[config.mk]
export PLATFORM = sky130hd
export DESIGN_NAME = isp_sequencer
export DESIGN_NICKNAME = d
export VERILOG_FILES = /design/src/rtl/isp_pkg.sv /design/src/rtl/isp_sequencer.sv
export VERILOG_INCLUDE_DIRS = /design/src /design/src/rtl
export SDC_FILE = /design/constraint.sdc
export NUM_CORES = 1
export LEC_CHECK = 0
export BUFFER_PORTS_ARGS = -buffer_cell sky130_fd_sc_hd__buf_2
export CAP_MARGIN = 10
export CORE_MARGIN = 2
export CORE_UTILIZATION = 45
export CTS_BUF_LIST = sky130_fd_sc_hd__clkbuf_16
export DETAILED_ROUTE_END_ITERATION = 10
export HOLD_SLACK_MARGIN = 0.02
export SKIP_CTS_REPAIR_TIMING = 1
export SYNTH_ARGS = -nofsm -noshare
export SYNTH_HDL_FRONTEND = slang
export SYNTH_SLANG_ARGS = --single-unit
[constraint.sdc]
create_clock -name pclk -period 7.1 [get_ports pclk]
set_input_delay 0.355 -clock pclk [delete_from_list [all_inputs] [get_ports pclk]]
set_output_delay 0.355 -clock pclk [all_outputs]
set_load 0.005 [all_outputs]
[src/rtl/isp_consts.svh]
// Purpose: constants of the supply protection sequencer
// Assumes: included by bare name
// Notes: offsets are byte addresses on the register bus
`ifndef ISP_CONSTS_SVH
`define ISP_CONSTS_SVH
// ------------------------------------------------------------
// register offsets
// ------------------------------------------------------------
`define ISP_OFF_CTRL 12'h000
`define ISP_OFF_STATUS 12'h004
`define ISP_OFF_CAUSE 12'h008
// ------------------------------------------------------------
// field positions and reset values
// ------------------------------------------------------------
`define ISP_CTRL_RUN_BIT 0
`define ISP_CTRL_RST 32'h0000_0001
`define ISP_REF_STEP_LAST 3'h7
// ------------------------------------------------------------
// timing
// ------------------------------------------------------------
`define ISP_CLK_MHZ 125
`define ISP_ENA_LOW_US 150
`define ISP_SS_TIMEOUT_US 16000
`define ISP_REF_STEP_US 128
`endif

[src/rtl/isp_pkg.sv]
// Purpose: types of the supply protection sequencer
// Assumes: nothing
// Notes: comparator bits are raw asynchronous levels
package isp_pkg;
   // operating states
   typedef enum logic [2:0] {
      ST_UVLO, ST_DISABLED, ST_SOFTSTART, ST_RUN, ST_OVLO, ST_LATCHED
   } isp_state_t;
   // comparator results, one bit per threshold
   typedef struct packed {
      logic vin_below_uv_fall;
      logic vin_above_uv_rise;
      logic vin_below_reset;
      logic vin_above_ov_rise;
      logic vin_below_ov_fall;
      logic main_fb_over;
      logic aux_fb_over;
      logic failsafe_over;
      logic main_fb_under;
      logic aux_fb_under;
      logic main_fb_recovered;
      logic aux_fb_recovered;
      logic primary_overtemp;
      logic secondary_overtemp;
      logic main_above_uvlos;
      logic main_above_uvp;
      logic main_in_window;
      logic aux_in_window;
   } isp_cmp_t;
   // latched fault causes
   typedef struct packed {
      logic overtemp;
      logic ss_timeout;
      logic ss_incomplete;
      logic fb_under;
      logic failsafe;
      logic fb_over;
   } isp_cause_t;
endpackage : isp_pkg

[src/rtl/isp_sequencer.sv]
// Purpose: enable, power-good and protection sequencer
// Assumes: comparator and enable inputs are asynchronous levels
// Notes: analog loops, carrier and ramp shaping live elsewhere
//
// Operation
// enable high, no latch: soft-start then run
// enable low stops switching, disabled
// enable low over 150 us then high clears
// toggle clears latch only without faults
// power-good only fault-free and in window
// input uv/ov recover, others latch
// latched: stopped; toggle or vin recycle clears
// vin below uv fall: lockout, stop
// vin below reset level clears protections
// after uv rise: start if enabled
// input ov stops; recovery restarts if enabled
// input ov keeps other latched faults
// feedback overvoltage stops and latches
// fail-safe output overvoltage latches off
// feedback undervoltage outside soft-start latches
// soft-start end below recovery latches
// overtemperature stops, releases, latches
// overtemp latch clears after cooling plus recycle
// no uvlos level within 16 ms latches
// main past uvp: power-good, aux regulator
// reference steps seven times, 128 us each
// comparator inputs synchronised before use
// power-good released when not switching
//
// Added by the designer: register access over APB and the placing of the registers.
`timescale 1ns/1ps
`include "isp_consts.svh"
module isp_sequencer
   import isp_pkg::*;
#(
   parameter int ENA_LOW_CYC = `ISP_ENA_LOW_US * `ISP_CLK_MHZ,
   parameter int SS_TIMEOUT_CYC = `ISP_SS_TIMEOUT_US * `ISP_CLK_MHZ,
   parameter int REF_STEP_CYC = `ISP_REF_STEP_US * `ISP_CLK_MHZ
) (
   input wire logic pclk,
   input wire logic presetn,
   input wire logic clk_en,
   // register bus
   input wire logic psel,
   input wire logic penable,
   input wire logic pwrite,
   input wire logic [11:0] paddr,
   input wire logic [31:0] pwdata,
   output logic [31:0] prdata,
   output logic pready,
   output logic pslverr,
   // pins and comparators
   input wire logic converter_enable_in,
   input wire isp_cmp_t cmp_in,
   output logic power_good_n_o,
   output logic power_good_n_oe,
   output logic switching_on,
   output logic aux_regulator_on,
   output logic [2:0] fb_reference_step,
   output isp_state_t seq_state
);
   // ------------------------------------------------------------
   // elaboration checks
   // ------------------------------------------------------------
   if (ENA_LOW_CYC < 1 || SS_TIMEOUT_CYC < 1 || REF_STEP_CYC < 1)
   begin : g_bad_count
      $error("isp_sequencer: counts must be at least one");
   end

   localparam int SYN_W = $bits(isp_cmp_t) + 1;

   // ------------------------------------------------------------
   // input synchronisers
   // ------------------------------------------------------------
   logic [SYN_W-1:0] sync1_q; // first stage, read by sync2 only
   logic [SYN_W-1:0] sync2_q;
   logic [SYN_W-1:0] sync3_q;
   logic [SYN_W-1:0] filt_q; // accepted levels
   isp_cmp_t c; // accepted comparator view
   logic en_f; // accepted enable level
   logic en_prev_q; // enable one cycle ago

   // three flop stages per input
   always_ff @(posedge pclk or negedge presetn) begin
      if (!presetn) begin
         sync1_q <= '0;
         sync2_q <= '0;
         sync3_q <= '0;
      end else if (clk_en) begin
         sync1_q <= {converter_enable_in, cmp_in};
         sync2_q <= sync1_q;
         sync3_q <= sync2_q;
      end
   end

   // filter: per bit, update only where stage two equals three
   always_ff @(posedge pclk or negedge presetn) begin
      if (!presetn) begin
         filt_q <= '0;
      end else if (clk_en) begin
         filt_q <= (filt_q & ~(sync2_q ~^ sync3_q)) |
                   (sync3_q & (sync2_q ~^ sync3_q));
      end
   end

   assign c = isp_cmp_t'(filt_q[SYN_W-2:0]);
   assign en_f = filt_q[SYN_W-1];

   // ------------------------------------------------------------
   // registers
   // ------------------------------------------------------------
   logic [31:0] ctrl_q; // software control word
   isp_cause_t cause_q; // sticky causes, write one to clear
   isp_cause_t cause_set; // causes raised this cycle
   logic run_permit; // software gate on the enable pin
   logic acc_wr; // write access phase
   logic hit_ctrl;
   logic hit_status;
   logic hit_cause;

   assign run_permit = ctrl_q[`ISP_CTRL_RUN_BIT];
   assign acc_wr = psel & penable & pwrite & clk_en;
   assign hit_ctrl = (paddr == `ISP_OFF_CTRL);
   assign hit_status = (paddr == `ISP_OFF_STATUS);
   assign hit_cause = (paddr == `ISP_OFF_CAUSE);

   // slave answers in the first access cycle unless frozen
   assign pready = clk_en;
   assign pslverr = psel & penable & ~(hit_ctrl | hit_status | hit_cause);

   // control word: only the run bit is kept
   always_ff @(posedge pclk or negedge presetn) begin
      if (!presetn) begin
         ctrl_q <= `ISP_CTRL_RST;
      end else if (acc_wr && hit_ctrl) begin
         ctrl_q <= {31'h0, pwdata[`ISP_CTRL_RUN_BIT]};
      end
   end

   // ------------------------------------------------------------
   // input lockouts
   // ------------------------------------------------------------
   logic uv_lock_q; // input undervoltage lockout held
   logic ov_lock_q; // input overvoltage lockout held
   logic reset_lvl; // vin below reset level

   assign reset_lvl = c.vin_below_reset;

   // lockout starts held so a power-up passes the rising level
   always_ff @(posedge pclk or negedge presetn) begin
      if (!presetn) begin
         uv_lock_q <= 1'b1;
      end else if (clk_en) begin
         if (c.vin_below_uv_fall || reset_lvl) begin
            uv_lock_q <= 1'b1;
         end else if (c.vin_above_uv_rise) begin
            uv_lock_q <= 1'b0;
         end
      end
   end

   // overvoltage lockout with its own hysteresis
   always_ff @(posedge pclk or negedge presetn) begin
      if (!presetn) begin
         ov_lock_q <= 1'b0;
      end else if (clk_en) begin
         if (c.vin_above_ov_rise) begin
            ov_lock_q <= 1'b1;
         end else if (c.vin_below_ov_fall) begin
            ov_lock_q <= 1'b0;
         end
      end
   end

   // ------------------------------------------------------------
   // enable low timer
   // ------------------------------------------------------------
   logic [31:0] en_low_cnt_q; // cycles enable has been low
   logic en_low_long; // low for more than the clear time
   logic en_rise;

   assign en_rise = en_f & ~en_prev_q;
   assign en_low_long = (en_low_cnt_q > 32'(ENA_LOW_CYC));

   // saturating count, restarted whenever enable is high
   always_ff @(posedge pclk or negedge presetn) begin
      if (!presetn) begin
         en_low_cnt_q <= '0;
         en_prev_q <= 1'b0;
      end else if (clk_en) begin
         en_prev_q <= en_f;
         if (en_f) begin
            en_low_cnt_q <= '0;
         end else if (!en_low_long) begin
            en_low_cnt_q <= en_low_cnt_q + 32'h1;
         end
      end
   end

   // ------------------------------------------------------------
   // fault latch
   // ------------------------------------------------------------
   logic latch_q; // latched-off protection held
   logic fault_now; // a latching condition is present now
   logic toggle_clear; // enable off-then-on clears the latch

   // cooling below recovery shows as the overtemp bits low
   assign fault_now = c.main_fb_over | c.aux_fb_over | c.failsafe_over |
                      c.primary_overtemp | c.secondary_overtemp;
   assign toggle_clear = latch_q & en_rise & en_low_long &
                         ~fault_now;

   // a new cause wins over a toggle clear in the same cycle
   always_ff @(posedge pclk or negedge presetn) begin
      if (!presetn) begin
         latch_q <= 1'b0;
      end else if (clk_en) begin
         if (reset_lvl) begin
            latch_q <= 1'b0;
         end else if (|cause_set) begin
            latch_q <= 1'b1;
         end else if (toggle_clear) begin
            latch_q <= 1'b0;
         end
      end
   end

   // sticky causes for software; set beats write-one-to-clear
   always_ff @(posedge pclk or negedge presetn) begin
      if (!presetn) begin
         cause_q <= '0;
      end else if (clk_en) begin
         if (reset_lvl) begin
            cause_q <= '0;
         end else if (acc_wr && hit_cause) begin
            cause_q <= (cause_q & ~isp_cause_t'(pwdata[5:0])) | cause_set;
         end else begin
            cause_q <= cause_q | cause_set;
         end
      end
   end

   // ------------------------------------------------------------
   // soft-start timing
   // ------------------------------------------------------------
   isp_state_t state_q;
   isp_state_t state_d;
   logic [31:0] ss_cnt_q; // cycles since soft-start began
   logic [31:0] step_cnt_q; // cycles on the present step
   logic [2:0] step_q; // reference step, 0 is the lowest
   logic uvlos_seen_q; // main output passed the uvlos level
   logic ss_done; // last reference step reached
   logic in_ss;

   assign in_ss = (state_q == ST_SOFTSTART);
   assign ss_done = (step_q == `ISP_REF_STEP_LAST);

   // counters run in soft-start; the step keeps its top in run
   always_ff @(posedge pclk or negedge presetn) begin
      if (!presetn) begin
         ss_cnt_q <= '0;
         step_cnt_q <= '0;
         step_q <= '0;
      end else if (clk_en) begin
         if (!in_ss) begin
            ss_cnt_q <= '0;
            step_cnt_q <= '0;
            if (state_q != ST_RUN) begin
               step_q <= '0;
            end
         end else begin
            if (ss_cnt_q < 32'(SS_TIMEOUT_CYC)) begin
               ss_cnt_q <= ss_cnt_q + 32'h1;
            end
            if (step_cnt_q == 32'(REF_STEP_CYC - 1) && !ss_done) begin
               step_cnt_q <= '0;
               step_q <= step_q + 3'h1;
            end else begin
               step_cnt_q <= step_cnt_q + 32'h1;
            end
         end
      end
   end

   // uvlos level seen in this start
   always_ff @(posedge pclk or negedge presetn) begin
      if (!presetn) begin
         uvlos_seen_q <= 1'b0;
      end else if (clk_en) begin
         if (!in_ss) begin
            uvlos_seen_q <= 1'b0;
         end else if (c.main_above_uvlos) begin
            uvlos_seen_q <= 1'b1;
         end
      end
   end

   // ------------------------------------------------------------
   // trip detection and next state
   // ------------------------------------------------------------
   logic switching; // power stage allowed to run
   logic go; // enable pin high and software permits

   assign switching = (state_q == ST_SOFTSTART) || (state_q == ST_RUN);
   assign go = en_f & run_permit;

   // trips only while powered; lockouts keep the latch untouched
   always_comb begin
      cause_set = '0;
      if (!uv_lock_q && !ov_lock_q && !reset_lvl) begin
         if (state_q != ST_UVLO && state_q != ST_OVLO) begin
            cause_set.overtemp = c.primary_overtemp |
                                 c.secondary_overtemp;
         end
         if (switching) begin
            cause_set.fb_over = c.main_fb_over | c.aux_fb_over;
            cause_set.failsafe = c.failsafe_over;
         end
         if (state_q == ST_RUN) begin
            cause_set.fb_under = c.main_fb_under | c.aux_fb_under;
         end
         if (in_ss) begin
            // undervoltage masked until the ramp is finished
            cause_set.ss_incomplete = ss_done &&
               (!c.main_fb_recovered || !c.aux_fb_recovered);
            cause_set.ss_timeout = !uvlos_seen_q &&
               !c.main_above_uvlos &&
               (ss_cnt_q >= 32'(SS_TIMEOUT_CYC - 1));
         end
      end
   end

   // lockouts take priority, then the latch, then the enable
   always_comb begin
      state_d = state_q;
      if (reset_lvl || uv_lock_q) begin
         state_d = ST_UVLO;
      end else if (ov_lock_q) begin
         state_d = ST_OVLO;
      end else if (|cause_set) begin
         state_d = ST_LATCHED;
      end else begin
         case (state_q)
            ST_UVLO, ST_OVLO, ST_DISABLED: begin
               if (latch_q) begin
                  state_d = ST_LATCHED;
               end else if (go) begin
                  state_d = ST_SOFTSTART;
               end else begin
                  state_d = ST_DISABLED;
               end
            end
            ST_LATCHED: begin
               if (!latch_q) begin
                  state_d = go ? ST_SOFTSTART : ST_DISABLED;
               end
            end
            ST_SOFTSTART: begin
               if (!go) begin
                  state_d = ST_DISABLED;
               end else if (ss_done) begin
                  state_d = ST_RUN;
               end
            end
            ST_RUN: begin
               if (!go) begin
                  state_d = ST_DISABLED;
               end
            end
            default: begin
               state_d = ST_UVLO;
            end
         endcase
      end
   end

   // state register
   always_ff @(posedge pclk or negedge presetn) begin
      if (!presetn) begin
         state_q <= ST_UVLO;
      end else if (clk_en) begin
         state_q <= state_d;
      end
   end

   // ------------------------------------------------------------
   // outputs
   // ------------------------------------------------------------
   logic switch_q; // power stage drive
   logic aux_en_q; // auxiliary regulator enable
   logic pg_q; // power-good asserted

   // switching follows the next state so a trip stops it at once
   always_ff @(posedge pclk or negedge presetn) begin
      if (!presetn) begin
         switch_q <= 1'b0;
      end else if (clk_en) begin
         switch_q <= (state_d == ST_SOFTSTART) ||
                     (state_d == ST_RUN);
      end
   end

   // aux regulator comes up once main passes its uvp level
   always_ff @(posedge pclk or negedge presetn) begin
      if (!presetn) begin
         aux_en_q <= 1'b0;
      end else if (clk_en) begin
         if (state_d != ST_SOFTSTART && state_d != ST_RUN) begin
            aux_en_q <= 1'b0;
         end else if (state_d == ST_SOFTSTART && c.main_above_uvp) begin
            aux_en_q <= 1'b1;
         end
      end
   end

   // power-good: switching, aux up, no fault, both rails in window
   always_ff @(posedge pclk or negedge presetn) begin
      if (!presetn) begin
         pg_q <= 1'b0;
      end else if (clk_en) begin
         pg_q <= ((state_d == ST_SOFTSTART && c.main_above_uvp) ||
                  (state_d == ST_RUN && aux_en_q)) &&
                 !fault_now && c.main_in_window &&
                 c.aux_in_window;
      end
   end

   // open drain: pull low only while power is good
   assign power_good_n_o = 1'b0;
   assign power_good_n_oe = pg_q;
   assign switching_on = switch_q;
   assign aux_regulator_on = aux_en_q;
   assign fb_reference_step = step_q;
   assign seq_state = state_q;

   // ------------------------------------------------------------
   // read data
   // ------------------------------------------------------------
   // registered read data, loaded in the setup cycle
   always_ff @(posedge pclk or negedge presetn) begin
      if (!presetn) begin
         prdata <= '0;
      end else if (clk_en && psel && !penable) begin
         if (hit_ctrl) begin
            prdata <= ctrl_q;
         end else if (hit_status) begin
            prdata <= {19'h0, step_q, en_f, pg_q, aux_en_q, switch_q,
                       ov_lock_q, uv_lock_q, latch_q, state_q};
         end else if (hit_cause) begin
            prdata <= {26'h0, cause_q};
         end else begin
            prdata <= '0;
         end
      end
   end
endmodule : isp_sequencer

==> results by group <==
Synthesis
  – Cells after Synth: 952
  – Synthesized area: approximately 9600 um^2
  – Compound-gate portion of the synthesized area: 0.152
  – Simple-gate portion of the synthesized area: 0.182
  – Mux cell area share after synthesis: 0.0497
  – Mean post-synth cell area: about 10 um^2
  – EDFF count, synth: 0
  – Top FF cell, synth: dfrtp_1
  – Count of state elements after synthesis: 206
  – Largest family of logic cells by synthesized area: simple AND/OR/NAND/NOR gates
  – Synth async-reset ratio: 1.00
  – Adder-Cell Fraction of Synth Area: 0.00778
  – Post-Synth XOR/XNOR Area: 0.0254
  – Netlist cell types: just over 70
  – Yosys warns: 0
  – Seq/Total Area, Yosys: 0.535

Clock tree
  – Clk buf depth: 3
  – Clk slew on worst S/H paths: around 0.060 ns
  – Clock Sinks: just over 200
  – H-Tree Depth: 1
  – Worst skew pair latency: 0.51 ns
  – TritonCTS buffer count: 24
  – TritonCTS clock tree: yes
  – Clk root buf: clkbuf_16

Critical path
  – Worst R2R Start: seq_state[0]
  – CP Data Required Time: approximately 7.5 ns
  – Top cell by count, worst path: nand2_1
  – Reg2reg path depth: 7
  – Critical Path Sink Type: flop
  – Slowest CP cell: o31a_1
  – Setup crit start: seq_state[0]
  – Crit path DAT: around 3.4 ns
  – End point of the critical path: step_cnt_q[16]
  – Max incr delay on CP: 0.94 ns
  – Setup slack, reg-to-reg: between 4 and 5 ns
  – CP Cell Sequence: or3b_1, nor2_1, o31a_1, o21ai_0, nand2_1, nand2_1, o41ai_1
  – Critical setup path kind: flop to flop
  – Crit path max fanout: 27
  – Reg2reg end: step_cnt_q[16]
  – Crit path launch type: flop

STA
  – Final hold viol count: 0
  – Relative slew slack: 0.284
  – Slew Viols, Final: 0
  – Worst slew pin tran: about 1.1 ns
  – Fmax: around 340 MHz
  – RSZ-0062 raised after global routing: false
  – Worst Skew: 0.00893 ns
  – Min cycle time layout: slightly below 3 ns
  – Final TNS setup: 0 ns
  – Fin crit share: 0.415
  – Final setup violation count: 0

Die
  – Initial Util: 0.459
  – Die H: 150 um
  – Core Rows: 53
  – DIE WIDTH: about 150 um
  – CORE AREA: between 20000 and 25000 um^2
  – Die area: between 20000 and 25000 um^2
  – Top Ports: between 100 and 150

GRT
  – Overflow left after global routing: 0
  – Largest net degree at the start of global routing: around 110
  – Vias in the first global route: 6633
  – Overall global routing resource usage: 0.187
  – Initial antenna violation count: 0
  – Global-route wire length before repair: ~35 mm

Routing
  – DR WL/cell: 15.6 um
  – Residual DRC: 0
  – Initial DRT Pass Iterations: 5
  – WL final: about 20 mm
  – Initial detailed-routing violation count: roughly 530
  – Vias: 7034
  – Antenna Nets Post-Route: 0
  – Mean number of vias per cell: between 5 and 6

Pwr
  – Cell leakage power: approximately 4.9 nW
  – Total power: 2.87 mW
  – Worst vdd ir: about 0.15 mV
  – Power density cells: between 200 and 300 nW/um^2

Place
  – Port buffer count: between 60 and 70
  – Post-DP HPWL: ~13 mm
  – Gpl congestion: ~0.8

Final layout
  – Most frequent cells in the layout: dfrtp_1, o21ai_0, nand2_1
  – Syn-to-layout area delta: 13.2%
  – Layout Nets: 1080
  – Antenna Cells: 0
  – Commonest non-fill, non-tap cell in the layout: dfrtp_1
  – Layout cells sized above 1: 0.167

Run
  – Max-cap check violation count: 0

Hold path
  – HP Class: input port to flop

Run status
  – Outcome: completed
[metal layers]
layer / vias up / GRT usage / part of all wire / wire [um]
li1: 3472 / - / - / -
met1: 3401 / 0.283 / 0.50 / 10200
met2: 134 / 0.285 / 0.44 / 8850
met3: 27 / 0.0279 / 0.044 / 896
met4: 0 / 0.0410 / 0.017 / 335
met5: - / 0 / 0 / 0
[worst min path at each step]
stage	start	end	cells past startpoint
floorplan	presetn	asynchronous set/reset pin	0
finish	cmp_in[13]	sync1_q[13]	2
CTS	presetn	en_low_cnt_q[28]	1
global route	cmp_in[8]	sync1_q[8]	2
detailed placement	step_cnt_q[13]	step_cnt_q[13]	1
global placement	prdata[0]	prdata[0]	2
[area by class of cell]
cell class,instances,area [um^2]
flip-flops and latches,206,5160
repair buffers,75,412
inverters,33,124
clock buffers,25,626
multi-input cells,665,4110
fillers,1859,10100
clock inverters,17,146
well taps,275,344
[cell usage after synthesis (4+ instances only)]
master     number  area [um^2]
a21oi_1        44          220
a22o_1         10         87.6
a22oi_1         8         60.1
a31oi_1        14         87.6
a41oi_1         4         35.0
and2_1         31          194
and3_1         18          113
and4_1          9         78.8
buf_1           5         18.8
buf_2           5         25.0
buf_4          22          165
clkbuf_1       35          131
dfrtp_1       204         5100
ha_1            6         75.1
inv_1          33          124
mux2_2         39          439
mux2i_1         4         40.0
nand2_1        95          357
nand3_1        28          140
nand4_1        26          163
nor2_1         60          225
nor2b_1         7         43.8
nor3_1          8         40.0
nor4_1         16          100
o21ai_0       104          521
o21ai_1        11         55.1
o2bb2ai_1       5         43.8
o31ai_1        16          120
or3_1           6         37.5
xnor2_1         6         52.6
xor2_1         22          193
[critical path, delay by kind of cell, from the launching register on]
| family | cells | cell delay [ns] |
|---|---|---|
| AOI/OAI and AO/OA | 3 | 1.20 |
| DFF | 1 | 0.54 |
| and+or+nand+nor | 4 | 1.11 |
[stage by stage]
step	utilization	setup WS, ns	instances	cell area, um^2	hold slack (ns)
2_1_floorplan	-	4.81	971	9720	0.0594
3_3_place_gp	0.482	4.14	1253	10100	0.459
3_5_place_dp	0.482	4.14	1253	10100	0.464
4_1_cts	0.519	4.14	1295	10900	-0.0189
5_1_grt	0.519	3.84	1296	10900	0.0643
6_report	0.519	4.15	1296	10900	0.0784
[flip-flops by register name (all words and copies together) (netlist names), 3 cells and up, named ones only]
name and cells:
cause_q 6, en_low_cnt_q 32, seq_state 3, step_cnt_q 32, sync2_q 19, ss_cnt_q 32
fb_reference_step 3, sync1_q 19, prdata 13, sync3_q 19
[where the power goes]
part / total [mW] / switching, mW / internal, mW / leakage, nW
Clock: 1.21 / 0.468 / 0.738 / 0.406
Combinational: 0.270 / 0.156 / 0.114 / 1.80
Sequential: 1.40 / 0.107 / 1.29 / 2.71
Total: 2.87 / 0.732 / 2.14 / 4.92
[logic make-up after synthesis]
group | Yosys count
simple gates | 329
buf+inv | 100
xor+xnor | 28
fa+ha+maj | 6
other cells | 1
mux | 43
compound gates | 239
flops | 206
Power figures use the tool's default switching activity.
